`src/hdl/pptab_defs.svh`:
```
// Offsets, field positions, reset values and sizes of the push/pop word table
`ifndef PPTAB_DEFS_SVH
`define PPTAB_DEFS_SVH

// ----------------------------------------------------------------
// Sizes
// ----------------------------------------------------------------
`define PPTAB_DEPTH        16
`define PPTAB_WIDTH        32
`define PPTAB_ADDR_W       5
`define PPTAB_EV_W         5

// ----------------------------------------------------------------
// Register byte offsets
// ----------------------------------------------------------------
`define PPTAB_OFS_CTRL     5'h00
`define PPTAB_OFS_PUSHVAL  5'h04
`define PPTAB_OFS_RESULT   5'h08
`define PPTAB_OFS_COUNT    5'h0c
`define PPTAB_OFS_FLAGS    5'h10
`define PPTAB_OFS_IRQ_ST   5'h14
`define PPTAB_OFS_IRQ_CLR  5'h18
`define PPTAB_OFS_IRQ_EN   5'h1c

// ----------------------------------------------------------------
// Event bits of status, clear and enable registers
// ----------------------------------------------------------------
`define PPTAB_EV_PUSH      0
`define PPTAB_EV_TAKE      1
`define PPTAB_EV_FULL_REF  2
`define PPTAB_EV_EMPTY_REF 3
`define PPTAB_EV_FLUSH     4

// ----------------------------------------------------------------
// Reset values
// ----------------------------------------------------------------
`define PPTAB_CTRL_RST     5'h00
`define PPTAB_PUSHVAL_RST  32'h0000_0000
`define PPTAB_IRQ_EN_RST   5'h00

`endif

```
`src/hdl/pptab_pkg.sv`:
```
// Types shared by the push/pop word table modules
package pptab_pkg;

	// Coil levels, also used for their rising-edge pulses
	typedef struct packed {
		logic flush_pulse;
		logic take_newest_pulse;
		logic take_oldest_pulse;
		logic push_pulse;
		logic block_activation;
	} pptab_coil_s;

	// Engine state: fetch means a popped word is on its way
	typedef enum logic [0:0] {
		PPTAB_IDLE  = 1'b0,
		PPTAB_FETCH = 1'b1
	} pptab_state_e;

	// Table fill flags
	typedef struct packed {
		logic full_flag;
		logic empty_flag;
	} pptab_flags_s;

endpackage

```
`src/hdl/pptab_edge.sv`:
```
// Coil edge detector: one-cycle pulse on each rising coil level
`timescale 1ns/1ps
module pptab_edge (
	input  wire logic                 clk,
	input  wire logic                 rst_n,
	input  wire pptab_pkg::pptab_coil_s lvl,
	output      pptab_pkg::pptab_coil_s rise
);
	import pptab_pkg::*;

	typedef struct packed {
		pptab_coil_s prev;
		pptab_coil_s rise;
	} pptab_edge_s;

	pptab_edge_s s_q;
	pptab_edge_s s_d;

	// Compare with the level of the previous cycle
	always_comb begin
		s_d      = s_q;
		s_d.prev = lvl;
		s_d.rise = lvl & ~s_q.prev;
	end

	// State register
	always_ff @(posedge clk or negedge rst_n) begin
		if (!rst_n) begin
			s_q <= '0;
		end else begin
			s_q <= s_d;
		end
	end

	assign rise = s_q.rise;
endmodule

```
`src/hdl/pptab_mem.sv`:
```
// Small word memory with one write port and a registered read port
`timescale 1ns/1ps
module pptab_mem #(
	parameter int unsigned WIDTH = 32,
	parameter int unsigned DEPTH = 16,
	parameter int unsigned AW    = 4
) (
	input  wire logic             clk,
	input  wire logic             rst_n,
	input  wire logic             we,
	input  wire logic [AW-1:0]    waddr,
	input  wire logic [WIDTH-1:0] wdata,
	input  wire logic             re,
	input  wire logic [AW-1:0]    raddr,
	output      logic [WIDTH-1:0] rdata
);
	import pptab_pkg::*;

	typedef struct packed {
		logic [DEPTH-1:0][WIDTH-1:0] cells;
		logic [WIDTH-1:0]            rdata;
	} pptab_mem_s;

	pptab_mem_s s_q;
	pptab_mem_s s_d;

	// Write and read; words are stored bit for bit
	always_comb begin
		s_d = s_q;
		if (we) begin
			s_d.cells[waddr] = wdata;
		end
		if (re) begin
			s_d.rdata = s_q.cells[raddr];
		end
	end

	// State register
	always_ff @(posedge clk or negedge rst_n) begin
		if (!rst_n) begin
			s_q <= '0;
		end else begin
			s_q <= s_d;
		end
	end

	assign rdata = s_q.rdata;
endmodule

```
`src/hdl/pptab_table.sv`:
```
// Push/pop word table with Avalon-MM register access
//
// Chosen here: the placing of the registers and the Avalon-MM interface to the registers.
`timescale 1ns/1ps
`include "pptab_defs.svh"
module pptab_table #(
	parameter int unsigned WIDTH = `PPTAB_WIDTH,
	parameter int unsigned DEPTH = `PPTAB_DEPTH,
	parameter int unsigned AW    = $clog2(DEPTH),
	parameter int unsigned CW    = $clog2(DEPTH + 1)
) (
	input  wire logic                     CLOCK,
	input  wire logic                     RST_N,
	input  wire logic [`PPTAB_ADDR_W-1:0] AVS_ADDRESS,
	input  wire logic                     AVS_READ,
	input  wire logic                     AVS_WRITE,
	input  wire logic [31:0]              AVS_WRITEDATA,
	input  wire logic [3:0]               AVS_BYTEENABLE,
	output      logic [31:0]              AVS_READDATA,
	output      logic                     AVS_WAITREQUEST,
	output      logic                     IRQ,
	output      logic [WIDTH-1:0]         RESULT_OUT,
	output      logic [CW-1:0]            ENTRY_COUNT,
	output      logic                     EMPTY_FLAG,
	output      logic                     FULL_FLAG
);
	import pptab_pkg::*;

	// ----------------------------------------------------------------
	// Elaboration checks
	// ----------------------------------------------------------------
	if (WIDTH < 1 || WIDTH > 32 || DEPTH < 2 || (1 << AW) != DEPTH) begin : g_bad
		$error("width must be 1..32 and depth a power of two");
	end

	// ----------------------------------------------------------------
	// State
	// ----------------------------------------------------------------
	typedef struct packed {
		pptab_state_e           st;
		logic [AW-1:0]          head;
		logic [CW-1:0]          cnt;
		logic [WIDTH-1:0]       result;
		pptab_flags_s           flags;
		pptab_coil_s            ctrl;
		logic [31:0]            push_val;
		logic [`PPTAB_EV_W-1:0] irq_st;
		logic [`PPTAB_EV_W-1:0] irq_en;
		logic                   irq;
		logic                   wait_req;
		logic [31:0]            rdata;
	} pptab_core_s;

	pptab_core_s s_q;
	pptab_core_s s_d;

	pptab_coil_s            rise;
	logic                   act;
	logic                   do_flush;
	logic                   do_push;
	logic                   do_oldest;
	logic                   do_newest;
	logic                   do_take;
	logic                   mem_we;
	logic                   mem_re;
	logic [AW-1:0]          mem_waddr;
	logic [AW-1:0]          mem_raddr;
	logic [WIDTH-1:0]       mem_rdata;
	logic [`PPTAB_EV_W-1:0] ev;
	logic [`PPTAB_EV_W-1:0] clr;

	// ----------------------------------------------------------------
	// Helpers
	// ----------------------------------------------------------------
	// Byte-lane merge of a write into a stored word
	function automatic logic [31:0] be_merge(
		input logic [31:0] old,
		input logic [31:0] wr,
		input logic [3:0]  be
	);
		logic [31:0] r;
		r = old;
		for (int i = 0; i < 4; i++) begin
			if (be[i]) begin
				r[8*i +: 8] = wr[8*i +: 8];
			end
		end
		return r;
	endfunction

	// Register read mux; every word slot of the window except the interrupt clear slot is mapped
	function automatic logic [31:0] reg_read(
		input pptab_core_s            s,
		input logic [`PPTAB_ADDR_W-1:0] a
	);
		logic [31:0] r;
		r = 32'h0000_0000;
		case ({a[`PPTAB_ADDR_W-1:2], 2'b00})
			`PPTAB_OFS_CTRL:    r = 32'(s.ctrl);
			`PPTAB_OFS_PUSHVAL: r = s.push_val;
			`PPTAB_OFS_RESULT:  r = 32'($signed(s.result));
			`PPTAB_OFS_COUNT:   r = 32'(s.cnt);
			`PPTAB_OFS_FLAGS:   r = {29'h0, s.st == PPTAB_FETCH, s.flags};
			`PPTAB_OFS_IRQ_ST:  r = 32'(s.irq_st);
			`PPTAB_OFS_IRQ_EN:  r = 32'(s.irq_en);
			default:            r = 32'h0000_0000;
		endcase
		return r;
	endfunction

	// ----------------------------------------------------------------
	// Coil edges and memory
	// ----------------------------------------------------------------
	pptab_edge u_edge (
		.clk   (CLOCK),
		.rst_n (RST_N),
		.lvl   (s_q.ctrl),
		.rise  (rise)
	);

	pptab_mem #(
		.WIDTH (WIDTH),
		.DEPTH (DEPTH),
		.AW    (AW)
	) u_mem (
		.clk   (CLOCK),
		.rst_n (RST_N),
		.we    (mem_we),
		.waddr (mem_waddr),
		.wdata (s_q.push_val[WIDTH-1:0]),
		.re    (mem_re),
		.raddr (mem_raddr),
		.rdata (mem_rdata)
	);

	// Operation select; flush beats push beats oldest beats newest
	assign act       = s_q.ctrl.block_activation;
	assign do_flush  = act && rise.flush_pulse;
	assign do_push   = act && !do_flush && rise.push_pulse && !s_q.flags.full_flag;
	assign do_oldest = act && !do_flush && !rise.push_pulse && rise.take_oldest_pulse
		&& !s_q.flags.empty_flag;
	assign do_newest = act && !do_flush && !rise.push_pulse && !rise.take_oldest_pulse
		&& rise.take_newest_pulse && !s_q.flags.empty_flag;
	assign do_take   = do_oldest || do_newest;

	// Memory addresses: append behind newest, read oldest or newest
	assign mem_we    = do_push;
	assign mem_waddr = s_q.head + s_q.cnt[AW-1:0];
	assign mem_re    = do_take;
	assign mem_raddr = do_oldest ? s_q.head : AW'(s_q.head + s_q.cnt[AW-1:0] - AW'(1));

	// Events for the interrupt status
	always_comb begin
		ev                        = '0;
		ev[`PPTAB_EV_PUSH]        = do_push;
		ev[`PPTAB_EV_TAKE]        = do_take;
		ev[`PPTAB_EV_FULL_REF]    = act && !do_flush && rise.push_pulse && s_q.flags.full_flag;
		ev[`PPTAB_EV_EMPTY_REF]   = act && !do_flush && !rise.push_pulse
			&& (rise.take_oldest_pulse || rise.take_newest_pulse) && s_q.flags.empty_flag;
		ev[`PPTAB_EV_FLUSH]       = do_flush;
	end

	// ----------------------------------------------------------------
	// Next state
	// ----------------------------------------------------------------
	always_comb begin
		s_d = s_q;
		clr = '0;
		// Bus: drop waitrequest one cycle, act at that edge
		if (!s_q.wait_req) begin
			s_d.wait_req = 1'b1;
			if (AVS_WRITE) begin
				case ({AVS_ADDRESS[`PPTAB_ADDR_W-1:2], 2'b00})
					`PPTAB_OFS_CTRL: begin
						s_d.ctrl = pptab_coil_s'(5'(be_merge(32'(s_q.ctrl), AVS_WRITEDATA,
							AVS_BYTEENABLE)));
					end
					`PPTAB_OFS_PUSHVAL: begin
						s_d.push_val = be_merge(s_q.push_val, AVS_WRITEDATA, AVS_BYTEENABLE);
					end
					`PPTAB_OFS_IRQ_CLR: begin
						clr = AVS_BYTEENABLE[0] ? AVS_WRITEDATA[`PPTAB_EV_W-1:0] : '0;
					end
					`PPTAB_OFS_IRQ_EN: begin
						s_d.irq_en = AVS_BYTEENABLE[0] ? AVS_WRITEDATA[`PPTAB_EV_W-1:0]
							: s_q.irq_en;
					end
					default: begin
					end
				endcase
			end
		end else if (AVS_READ || AVS_WRITE) begin
			s_d.wait_req = 1'b0;
			s_d.rdata    = reg_read(s_q, AVS_ADDRESS);
		end
		// Popped word arrives from the memory
		case (s_q.st)
			PPTAB_FETCH: begin
				s_d.result = mem_rdata;
				s_d.st     = PPTAB_IDLE;
			end
			PPTAB_IDLE: begin
			end
			default: begin
				s_d.st = PPTAB_IDLE;
			end
		endcase
		// Table operations
		if (do_flush) begin
			s_d.cnt  = '0;
			s_d.head = '0;
			s_d.st   = PPTAB_IDLE;
		end else if (do_push) begin
			s_d.cnt    = CW'(s_q.cnt + CW'(1));
			s_d.result = s_q.push_val[WIDTH-1:0];
			s_d.st     = PPTAB_IDLE;
		end else if (do_take) begin
			s_d.cnt = CW'(s_q.cnt - CW'(1));
			s_d.st  = PPTAB_FETCH;
			if (do_oldest) begin
				s_d.head = AW'(s_q.head + AW'(1));
			end
		end
		// Flags follow the count exactly
		s_d.flags.empty_flag = (s_d.cnt == '0);
		s_d.flags.full_flag  = (s_d.cnt == CW'(DEPTH));
		// Sticky status, a new event wins over a clear
		s_d.irq_st = (s_q.irq_st & ~clr) | ev;
		s_d.irq    = |(s_d.irq_st & s_d.irq_en);
	end

	// State register
	always_ff @(posedge CLOCK or negedge RST_N) begin
		if (!RST_N) begin
			s_q                  <= '0;
			s_q.ctrl             <= pptab_coil_s'(`PPTAB_CTRL_RST);
			s_q.push_val         <= `PPTAB_PUSHVAL_RST;
			s_q.irq_en           <= `PPTAB_IRQ_EN_RST;
			s_q.flags.empty_flag <= 1'b1;
			s_q.wait_req         <= 1'b1;
		end else begin
			s_q <= s_d;
		end
	end

	// ----------------------------------------------------------------
	// Outputs
	// ----------------------------------------------------------------
	assign AVS_READDATA    = s_q.rdata;
	assign AVS_WAITREQUEST = s_q.wait_req;
	assign IRQ             = s_q.irq;
	assign RESULT_OUT      = s_q.result;
	assign ENTRY_COUNT     = s_q.cnt;
	assign EMPTY_FLAG      = s_q.flags.empty_flag;
	assign FULL_FLAG       = s_q.flags.full_flag;
endmodule

```
`config.mk`:
```
export PLATFORM = sky130hd
export DESIGN_NAME = pptab_table
export DESIGN_NICKNAME = d
export VERILOG_FILES = /design/src/hdl/pptab_pkg.sv /design/src/hdl/pptab_edge.sv /design/src/hdl/pptab_mem.sv /design/src/hdl/pptab_table.sv
export VERILOG_INCLUDE_DIRS = /design/src /design/src/hdl
export SDC_FILE = /design/constraint.sdc
export NUM_CORES = 1
export LEC_CHECK = 0
export BUFFER_PORTS_ARGS = -buffer_cell sky130_fd_sc_hd__buf_2
export CORE_AREA = 2 2 302 304
export DETAILED_ROUTE_END_ITERATION = 12
export DIE_AREA = 0 0 304 306
export SKIP_LAST_GASP = 1
export SLEW_MARGIN = 10
export SYNTH_ARGS = -nofsm -noshare
export SYNTH_HDL_FRONTEND = slang
export SYNTH_SLANG_ARGS = --single-unit
export TNS_END_PERCENT = 30
```
`constraint.sdc`:
```
create_clock -name CLOCK -period 4.3 [get_ports CLOCK]
set_input_delay 1.29 -clock CLOCK [delete_from_list [all_inputs] [get_ports CLOCK]]
set_output_delay 1.29 -clock CLOCK [all_outputs]
set_load 0.03 [all_outputs]
```
==> impl_metrics.ini, run 1 <==
[worst_setup_path]
worst_reg_to_reg_setup_slack_ps = 710
worstSetupPathType = register to register
path_max_fanout = 37
crit_arrival_ps = 4120
reg2reg_to = u_mem.rdata[9]$_DFFE_PN0N_
setup.worst_path.start = s_q[120]$_DFFE_PN0P_
category_of_the_worst_setup_path_capture_point = register
data_required_time_of_the_critical_path_ps = 4820
r2r_start = s_q[120]$_DFFE_PN0P_
element_type_at_the_critical_path_start = register
reg2regPathDepth = 10

[die]
core.rowCount = 110
total_die_area_um2 = 93020
io-pin-count = 118
die_y_um = 306
coreArea_um2 = 89600
floorplan.die.width_um = 304
starting_utilization_of_the_core_area_pct = 34.83

[pwr]
powerDensity_nw_per_um2 = 743.3
total_power_draw_mw = 26.11
leakagePower_nw = 16.30
vdd.ir_drop.worst_mv = 1.213

[routing]
viasPerCell = 5.313
totalWireLength_um = 85340
wl_per_cell_um = 21.96
drcViolationCount = 0
drt_first_pass_iters = 5
antenna_left = 0
routed-via-count = 20646
detail_route.iter0.violations = 1605

[sta]
report.final.hold_viol_count = 0
final_slew_violations = 0
timing.fmax_ghz = 0.2785
setup_viol = 0
worst-slew-pin-transition_ps = 930.9
slew_headroom_pct = 37.94
rsz0062_at_grt = false
final.setup_skew_ps = 20.62
period_share_pct = 83.50
setup-tns-final_ps = 0
final.min_clock_period_ps = 3590

[yosys]
synthCells = 2690
synthMostInstantiatedCell = sky130_fd_sc_hd__dfrtp_1
yosys-top-cells-area = sky130_fd_sc_hd__dfrtp_1 (54%), sky130_fd_sc_hd__mux2_2 (20%), sky130_fd_sc_hd__nand2_1 (5.8%)
synth_top_area_cell = sky130_fd_sc_hd__dfrtp_1
ys_seq_area_share_pct = 54.30
yosys_most_used_dff = sky130_fd_sc_hd__dfrtp_1
postSynthAreaPerCell_um2 = 11.60
yosys_warnings = 0
synthArstFlopShare_pct = 100.0
synthesis.nets = 2747
synth.cell_area_um2 = 31200
ys_ff_latch = 677
synth_enable_flop_cells = 0
synth_cell_types = 59
post_synth_most_frequent_cells = sky130_fd_sc_hd__dfrtp_1 (675), sky130_fd_sc_hd__mux2_2 (556), sky130_fd_sc_hd__nand2_1 (481)
synth_top_area_share_pct = 54.13

[min_path]
timing.hold.worst.class = register to register
worst_hold_launch = u_edge.s_q[8]$_DFF_PN0_
min_delay_worst_endpoint = u_edge.rise[3]$_DFF_PN0_
min_path_cells = 1

[grt]
first_global_vias = 20888
antenna_found_initial = 0
grt_usage_pct = 18.32
grt_start_max_net_pins = 96
global_route.overflow_total = 0
wire_length_of_the_first_global_routing_pass_um = 132000

[placed_design]
numPortBuffers = 115
hpwl_um = 50470
finalWeightedCongestion = 0.7664

[run]
timing.max_cap.violations = 0

[clocking]
clk_path_buf_depth = 3
post_cts.resized_instances = 0
cts_tree = yes
clock_tree.htree_level_count = 3
clkSlewWorstSetupHoldPaths_ps = 60
cts_made_buffers = 70
post-cts-setup-buffers = 0
cts.sink_count = 677
worstSkewPairLatency_ps = 620
ctsRootBufferMaster = sky130_fd_sc_hd__clkbuf_16
cts_hold_repair.buffers = 0

[layout]
design.final.nets = 2719
area_delta_synth_final_pct = 12.55
layout_cells_sized_above_1_pct = 33.84
layout.filler_cells = 8540
diodes = 0

[status]
outcome = complete, no violations
state kept, by name, indices dropped and copies added (netlist names):
register,count
EMPTY_FLAG,1
act,1
ENTRY_COUNT,5
IRQ,1
RESULT_OUT,32
u_mem.s_q,512
s_q,51
u_edge.s_q,4
AVS_WAITREQUEST,1
FULL_FLAG,1
AVS_READDATA,32
u_mem.rdata,32
u_edge.rise,4
area by class of cell:
cell class / instances / area [um^2] / area share, %
clock inverter: 21 / 245.2 / 0.6983
timing repair buffer: 207 / 1539 / 4.382
inverter: 11 / 41.29 / 0.1176
clock buffer: 99 / 2052 / 5.843
tap: 1176 / 1471 / 4.190
multi-input combinational: 1695 / 12830 / 36.52
sequential: 677 / 16950 / 48.25
report_power, final:
group	switching, mW	leakage, nW	internal, mW
clock	2.58	1.14	3.57
sequential	0.919	9.28	7.16
combinational	8.17	5.88	3.71
total	11.7	16.3	14.4
how the worst max path moves through the flow:
stage	endpoint	slack, ps	depth (start not counted)
finish	u_mem.rdata[9]$_DFFE_PN0N_	710	10
global route	u_mem.rdata[4]$_DFFE_PN0N_	500	10
CTS	u_mem.rdata[9]$_DFFE_PN0N_	750	10
detailed placement	u_mem.rdata[9]$_DFFE_PN0N_	790	10
global placement	u_mem.rdata[9]$_DFFE_PN0N_	760	10
floorplan	u_mem.rdata[0]$_DFFE_PN0N_	1360	10
per-stage QoR:
stage               utilization (%)  hold WS [ps]  setup slack, ps  instances  instance area [um^2]
detailed placement            36.63         393.1            789.7       3766                 32820
floorplan                         -         377.7             1364       2690                 31200
global route                  39.20         412.3            501.3       3886                 35120
CTS                           39.20         399.5            750.8       3886                 35120
global placement              36.63         384.8            761.0       3766                 32820
finish                        39.20         400.3            709.7       3886                 35120
placed cells by master (no fill, tap or decap), types with 45 or more instances in the layout:
cell type	netlist	final
sky130_fd_sc_hd__dfrtp_1	675	674
sky130_fd_sc_hd__nand3_1	143	135
sky130_fd_sc_hd__o21ai_0	70	70
sky130_fd_sc_hd__buf_2	64	114
sky130_fd_sc_hd__clkbuf_16	0	71
sky130_fd_sc_hd__mux2_2	556	556
sky130_fd_sc_hd__nor2_1	54	45
sky130_fd_sc_hd__a32oi_1	62	62
sky130_fd_sc_hd__nand2_1	481	479
sky130_fd_sc_hd__mux2i_1	101	101
sky130_fd_sc_hd__buf_4	76	71
sky130_fd_sc_hd__nand4_1	65	65
kinds of logic (layout without fill, tap and decap cells):
logic type / after synthesis / after routing / synth area share [%]
multiplexers: 660 / 660 / 23.52
XOR/XNOR: 13 / 13 / 0.4251
adder cells (fa/ha/maj): 12 / 12 / 0.5052
AND/OR/NAND/NOR: 775 / 775 / 10.71
flip-flops: 677 / 677 / 54.30
buffers and inverters: 318 / 338 / 5.213
AO/OA/AOI/OAI: 235 / 235 / 5.333
routing by layer:
layer / GRT usage (%) / vias up / routed length, um
li1: - / 9324 / -
met3: 2.551 / 119 / 3781
met5: 0 / - / 0
met1: 24.45 / 10753 / 38180
met2: 31.15 / 450 / 41400
met4: 5.091 / 0 / 1977
worst max-delay path, cell delays in order (launching register included):
cell and delay, ps:
sky130_fd_sc_hd__dfrtp_1 570, sky130_fd_sc_hd__ha_1 260, sky130_fd_sc_hd__fa_1 490, sky130_fd_sc_hd__ha_1 440, sky130_fd_sc_hd__o21ai_2 140, sky130_fd_sc_hd__nand2_2 510
sky130_fd_sc_hd__buf_12 340, sky130_fd_sc_hd__nand2_1 90, sky130_fd_sc_hd__a32oi_1 250, sky130_fd_sc_hd__nand4_1 180, sky130_fd_sc_hd__a31oi_1 200
(Power assumes the default switching activity.)
==> run 2, diff against run 1 <==
==> constraint.sdc (replaced) <==
create_clock -name CLOCK -period 3.2 [get_ports CLOCK]
set_input_delay 0.96 -clock CLOCK [delete_from_list [all_inputs] [get_ports CLOCK]]
set_output_delay 0.96 -clock CLOCK [all_outputs]
set_load 0.03 [all_outputs]
==> run 2 against run 1 <==
Effect of this change: clock power is 39% higher; hold slack worse by 110 ps; sequential power is 34% higher; fmax is 17% higher; clock skew is 4.7 ps higher; count of clock-buffer cells in the layout is 10 higher; critical path depth is 1 higher; total power is 42% higher; critical endpoint is now u_mem.rdata[2]$_DFFE_PN0N_; largest cell class unchanged; highest routed layer unchanged.
==> impl_metrics.ini, run 2 (same netlist as run 1, synthesis figures left out) <==
[run]
timing.max_cap.violations = 0

[die]
floorplan.die.width_um = 304
total_die_area_um2 = 93020
io-pin-count = 118
coreArea_um2 = 89600
starting_utilization_of_the_core_area_pct = 34.83
core.rowCount = 110
die_y_um = 306

[clocking]
cts.sink_count = 677
cts_tree = yes
worstSkewPairLatency_ps = 630
cts_made_buffers = 71
cts_hold_repair.buffers = 0
ctsRootBufferMaster = sky130_fd_sc_hd__clkbuf_16
clk_path_buf_depth = 3
clock_tree.htree_level_count = 3
clkSlewWorstSetupHoldPaths_ps = 60

[worst_setup_path]
category_of_the_worst_setup_path_capture_point = register
element_type_at_the_critical_path_start = register
timing.critical_path.to = u_mem.rdata[2]$_DFFE_PN0N_
critical_path.slowest_cell = sky130_fd_sc_hd__fa_1
crit_path_max_incr_delay_ps = 650
worstPathCellList = ha_1, fa_1, ha_4, o21ai_2, and2_4, buf_12, clkbuf_16, nand2_1, a32oi_1, nand4_1, a31oi_1
reg2regPathDepth = 11
r2r_start = ENTRY_COUNT[0]$_DFF_PN0_
setup.worst_path.start = ENTRY_COUNT[0]$_DFF_PN0_
path_max_fanout = 27
crit_arrival_ps = 3630
reg2reg_to = u_mem.rdata[2]$_DFFE_PN0N_
worstSetupPathType = register to register
worst_reg_to_reg_setup_slack_ps = 120
data_required_time_of_the_critical_path_ps = 3750

[pwr]
vdd.ir_drop.worst_mv = 1.363
leakagePower_nw = 16.68
powerDensity_nw_per_um2 = 1030

[min_path]
timing.hold.worst.class = input port to asynchronous set/reset pin

[routing]
wl_per_cell_um = 22.08
viasPerCell = 5.309
antenna_left = 0
drt_first_pass_iters = 5
routed-via-count = 20865
totalWireLength_um = 86760
detail_route.iter0.violations = 1588
drcViolationCount = 0

[sta]
worst-slew-pin-transition_ps = 958.2
slew_headroom_pct = 36.12
setup_viol = 0
period_share_pct = 96.28
timing.fmax_ghz = 0.3246
final.min_clock_period_ps = 3081
final.setup_skew_ps = 25.30
final_slew_violations = 0
report.final.hold_viol_count = 0
setup-tns-final_ps = 0
rsz0062_at_grt = true

[layout]
largest_registers_in_the_final_layout = u_mem.s_q x512, s_q x51
register_with_the_highest_flop_count = u_mem.s_q
largest_register_ff_count = 512
instances_no_fill = 3930
layout.cells.most_common = sky130_fd_sc_hd__dfrtp_1
layout.filler_cells = 8451
design.final.nets = 2752
final_cell_mix = sky130_fd_sc_hd__dfrtp_1 (674), sky130_fd_sc_hd__mux2_2 (556), sky130_fd_sc_hd__nand2_1 (479)
layout_cells_sized_above_1_pct = 34.68
area_delta_synth_final_pct = 15.27

[grt]
first_global_vias = 21217
antenna_found_initial = 3
grt_start_max_net_pins = 83
global_route.overflow_total = 0
wire_length_of_the_first_global_routing_pass_um = 133300
grt_usage_pct = 18.56

[status]
outcome = complete, no violations

[placed_design]
hpwl_um = 51020
numPortBuffers = 115
finalWeightedCongestion = 0.7690
post-place-cells = 3794
[run 2: what timing repair did]
action                                  4_1_cts  5_1_grt
endpoints found under the setup margin        0       14
hold endpoints to repair                      0        0
buffers inserted                              0        2
gates resized for setup                       0        6
[run 2: worst max-delay path, delay by kind of cell, from the launching register on]
| family | cells | cell delay [ps] |
|---|---|---|
| compound gates | 3 | 530 |
| fa+ha+maj | 3 | 1150 |
| buf+inv | 2 | 380 |
| flops | 1 | 390 |
| simple gates | 3 | 570 |
[run 2: worst min path at each step]
stage,from,end,cells past startpoint
6_report,RST_N,s_q[75]$_DFFE_PN0P_,1
5_1_grt,RST_N,RESULT_OUT[30]$_DFF_PN0_,1
4_1_cts,RST_N,s_q[75]$_DFFE_PN0P_,1
3_5_place_dp,u_edge.s_q[7]$_DFF_PN0_,u_edge.rise[2]$_DFF_PN0_,1
3_3_place_gp,u_edge.s_q[7]$_DFF_PN0_,u_edge.rise[2]$_DFF_PN0_,1
2_1_floorplan,u_edge.s_q[6]$_DFF_PN0_,u_edge.rise[1]$_DFF_PN0_,1
[run 2: area by class of cell]
| cell class | count | area [um^2] | share of cell area, % |
|---|---|---|---|
| Sequential cell | 677 | 16950 | 47.11 |
| Multi-Input combinational cell | 1695 | 12840 | 35.70 |
| Timing Repair Buffer | 239 | 2250 | 6.254 |
| Clock buffer | 109 | 2152 | 5.983 |
| Tap cell | 1176 | 1471 | 4.091 |
| Clock inverter | 20 | 264.0 | 0.7339 |
| Inverter | 11 | 41.29 | 0.1148 |
| Antenna cell | 3 | 7.507 | 0.02087 |
[run 2: where the power goes]
part / internal [mW] / total (mW) / switching [mW]
clock network: 4.99 / 8.52 / 3.53
logic: 6.21 / 17.7 / 11.5
registers: 9.63 / 10.8 / 1.21
[run 2: through the flow]
| stage | worst slack [ps] | total power, mW | util [%] | instance area, um^2 | hold slack [ps] |
|---|---|---|---|---|---|
| 6_report | 119.2 | 37.05 | 40.15 | 35970 | 288.4 |
| 5_1_grt | 8.868 | 38.90 | 40.14 | 35970 | 305.8 |
| 4_1_cts | 55.88 | 36.52 | 40.00 | 35840 | 277.9 |
| 3_5_place_dp | 73.19 | 27.90 | 37.30 | 33420 | 383.8 |
| 3_3_place_gp | 111.5 | 27.80 | 37.30 | 33420 | 380.1 |
| 2_1_floorplan | 263.8 | 21.20 | - | 31200 | 377.7 |
[run 2: per-layer routing]
metal,GRT usage [%],part of all wire (%)
met3,2.848,5.3
met4,7.035,3.3
met5,0,0
met1,24.57,44
met2,30.73,47
==> run 3, diff against run 2 <==
--- a/config.mk
+++ b/config.mk
@@ -10,6 +10,7 @@
 export CORE_AREA = 2 2 302 304
 export DETAILED_ROUTE_END_ITERATION = 12
 export DIE_AREA = 0 0 304 306
+export SETUP_SLACK_MARGIN = 0.4
 export SKIP_LAST_GASP = 1
 export SLEW_MARGIN = 10
 export SYNTH_ARGS = -nofsm -noshare
==> constraint.sdc (replaced) <==
create_clock -name CLOCK -period 2.6 [get_ports CLOCK]
set_input_delay 0.78 -clock CLOCK [delete_from_list [all_inputs] [get_ports CLOCK]]
set_output_delay 0.78 -clock CLOCK [all_outputs]
set_load 0.03 [all_outputs]
==> run 3 against run 2 <==
Effect of this change: the run now ends with setup timing left; via count grew 5.6%; die area is the same; core utilization grew 4.4 points; sequential power grew 24%; clock skew grew 14 ps; sequential cell count is the same; wire length grew 11%; register-to-register slack lost 370 ps; first-iteration DRC count shrank 3.8%; worst setup slack lost 370 ps; critical endpoint is now u_mem.rdata[9]$_DFFE_PN0N_.
==> impl_metrics.ini, run 3 (same netlist as run 1, synthesis figures left out) <==
[status]
outcome = finished with violations
violations_in_the_final_reports = setup timing

[routing]
antenna_left = 0
totalWireLength_um = 96330
detail_route.iter0.violations = 1527
drcViolationCount = 0
drt_first_pass_iters = 5
wl_per_cell_um = 23.57
viasPerCell = 5.391
routed-via-count = 22033

[layout]
area_delta_synth_final_pct = 27.96
layout_cells_sized_above_1_pct = 40.34
final_cell_mix = sky130_fd_sc_hd__dfrtp_1 (671), sky130_fd_sc_hd__nand2_1 (469), sky130_fd_sc_hd__mux2_2 (372)
largest_registers_in_the_final_layout = u_mem.s_q x512, s_q x51
register_with_the_highest_flop_count = u_mem.s_q
largest_register_ff_count = 512
design.final.nets = 2910
final_util_pct = 44.57
instances_no_fill = 4087
layout.cells.most_common = sky130_fd_sc_hd__dfrtp_1

[sta]
slew_headroom_pct = 41.48
worst-slew-pin-transition_ps = 877.8
period_share_pct = 109.7
setup_viol = 218
final_slew_violations = 0
final.setup_skew_ps = 39.22
setup-tns-final_ps = -13500
timing.fmax_ghz = 0.3506
post-route-worst-setup-slack_ps = -252.3
report.final.hold_viol_count = 0
rsz0062_at_grt = true
final.min_clock_period_ps = 2852

[grt]
global_route.overflow_total = 0
antenna_found_initial = 1
grt_start_max_net_pins = 74
grt_usage_pct = 20.01
first_global_vias = 22263
wire_length_of_the_first_global_routing_pass_um = 142900

[clocking]
cts_made_buffers = 73
worstSkewPairLatency_ps = 640
clkSlewWorstSetupHoldPaths_ps = 60
cts.sink_count = 677
clock_tree.htree_level_count = 3
clk_path_buf_depth = 3
cts_tree = yes
ctsRootBufferMaster = sky130_fd_sc_hd__clkbuf_16

[placed_design]
hpwl_um = 55180
finalWeightedCongestion = 0.8087
post-place-cells = 3865
numPortBuffers = 115
placement.setup.worst_slack_ps = -253.4

[worst_setup_path]
worstSetupPathType = register to register
crit_arrival_ps = 3400
reg2regPathDepth = 11
element_type_at_the_critical_path_start = register
category_of_the_worst_setup_path_capture_point = register
path_max_fanout = 17
data_required_time_of_the_critical_path_ps = 3150

[die]
coreArea_um2 = 89600
total_die_area_um2 = 93020
io-pin-count = 118
starting_utilization_of_the_core_area_pct = 34.83
floorplan.die.width_um = 304
core.rowCount = 110
die_y_um = 306

[pwr]
powerDensity_nw_per_um2 = 1325
vdd.ir_drop.worst_mv = 1.518
leakagePower_nw = 18.44
total_power_draw_mw = 52.89

[run]
timing.max_cap.violations = 0

[min_path]
timing.hold.worst.class = input port to asynchronous set/reset pin
[run 3: layout make-up]
type | count | area [um^2]
clock buffers | 102 | 2138
well taps | 1176 | 1471
multi-input cells | 1695 | 13990
clock inverters | 30 | 455.4
inverters | 11 | 41.29
repair buffers | 395 | 4878
diodes | 1 | 2.502
flip-flops and latches | 677 | 16950
fillers | 8063 | 49670
[run 3: path summary, 6_finish.rpt]
kind / startpoint / to / slack, ps
min in group CLOCK: AVS_WRITEDATA[25] / s_q[69]$_DFFE_PN0P_ / 370
max in group asynchronous: RST_N / u_mem.s_q[508]$_DFFE_PN0P_ / 1710
hold reg to reg: u_edge.s_q[6]$_DFF_PN0_ / u_edge.rise[1]$_DFF_PN0_ / 390
setup reg to reg: ENTRY_COUNT[0]$_DFF_PN0_ / u_mem.rdata[9]$_DFFE_PN0N_ / -250
hold / removal: RST_N / u_mem.s_q[166]$_DFFE_PN0P_ / 60
setup / recovery: ENTRY_COUNT[0]$_DFF_PN0_ / u_mem.rdata[9]$_DFFE_PN0N_ / -250
[run 3: per-layer routing]
layer | up-vias | track usage (%) | part of all wire, %
li1 | 9734 | - | -
met1 | 11516 | 26.90 | 43
met2 | 628 | 33.31 | 48
met3 | 155 | 3.111 | 5.4
met4 | 0 | 6.074 | 3.1
met5 | - | 0 | 0
[run 3: power by group]
part	switching (mW)	internal, mW
clock network	4.53	6.61
logic	15.9	12.4
registers	1.56	11.9
total	22.0	30.9
[run 3: what timing repair did]
item,4_1_cts,5_1_grt
endpoints found under the setup margin,553,565
resized for setup,169,162
hold buffers,0,0
pin swaps,21,48
gates cloned,23,11
hold endpoints to repair,0,0
buffers inserted,34,21
[run 3: worst max-delay path: stages (launching register included)]
cell	delay (ps)
sky130_fd_sc_hd__dfrtp_2	420
sky130_fd_sc_hd__ha_4	160
sky130_fd_sc_hd__fa_2	590
sky130_fd_sc_hd__ha_4	230
sky130_fd_sc_hd__o21ai_4	80
sky130_fd_sc_hd__and2_4	260
sky130_fd_sc_hd__buf_12	180
sky130_fd_sc_hd__buf_12	180
sky130_fd_sc_hd__mux2i_1	100
sky130_fd_sc_hd__a32oi_1	180
sky130_fd_sc_hd__nand4_1	180
sky130_fd_sc_hd__a31oi_1	190
[run 3: metrics by stage]
step / cell area [um^2] / hold slack, ps
after floorplan: 31590 / 377.7
after global placement: 34420 / 384.2
after detailed placement: 34420 / 383.0
after CTS: 38720 / 36.51
after global routing: 39930 / 47.64
final: 39930 / 57.90
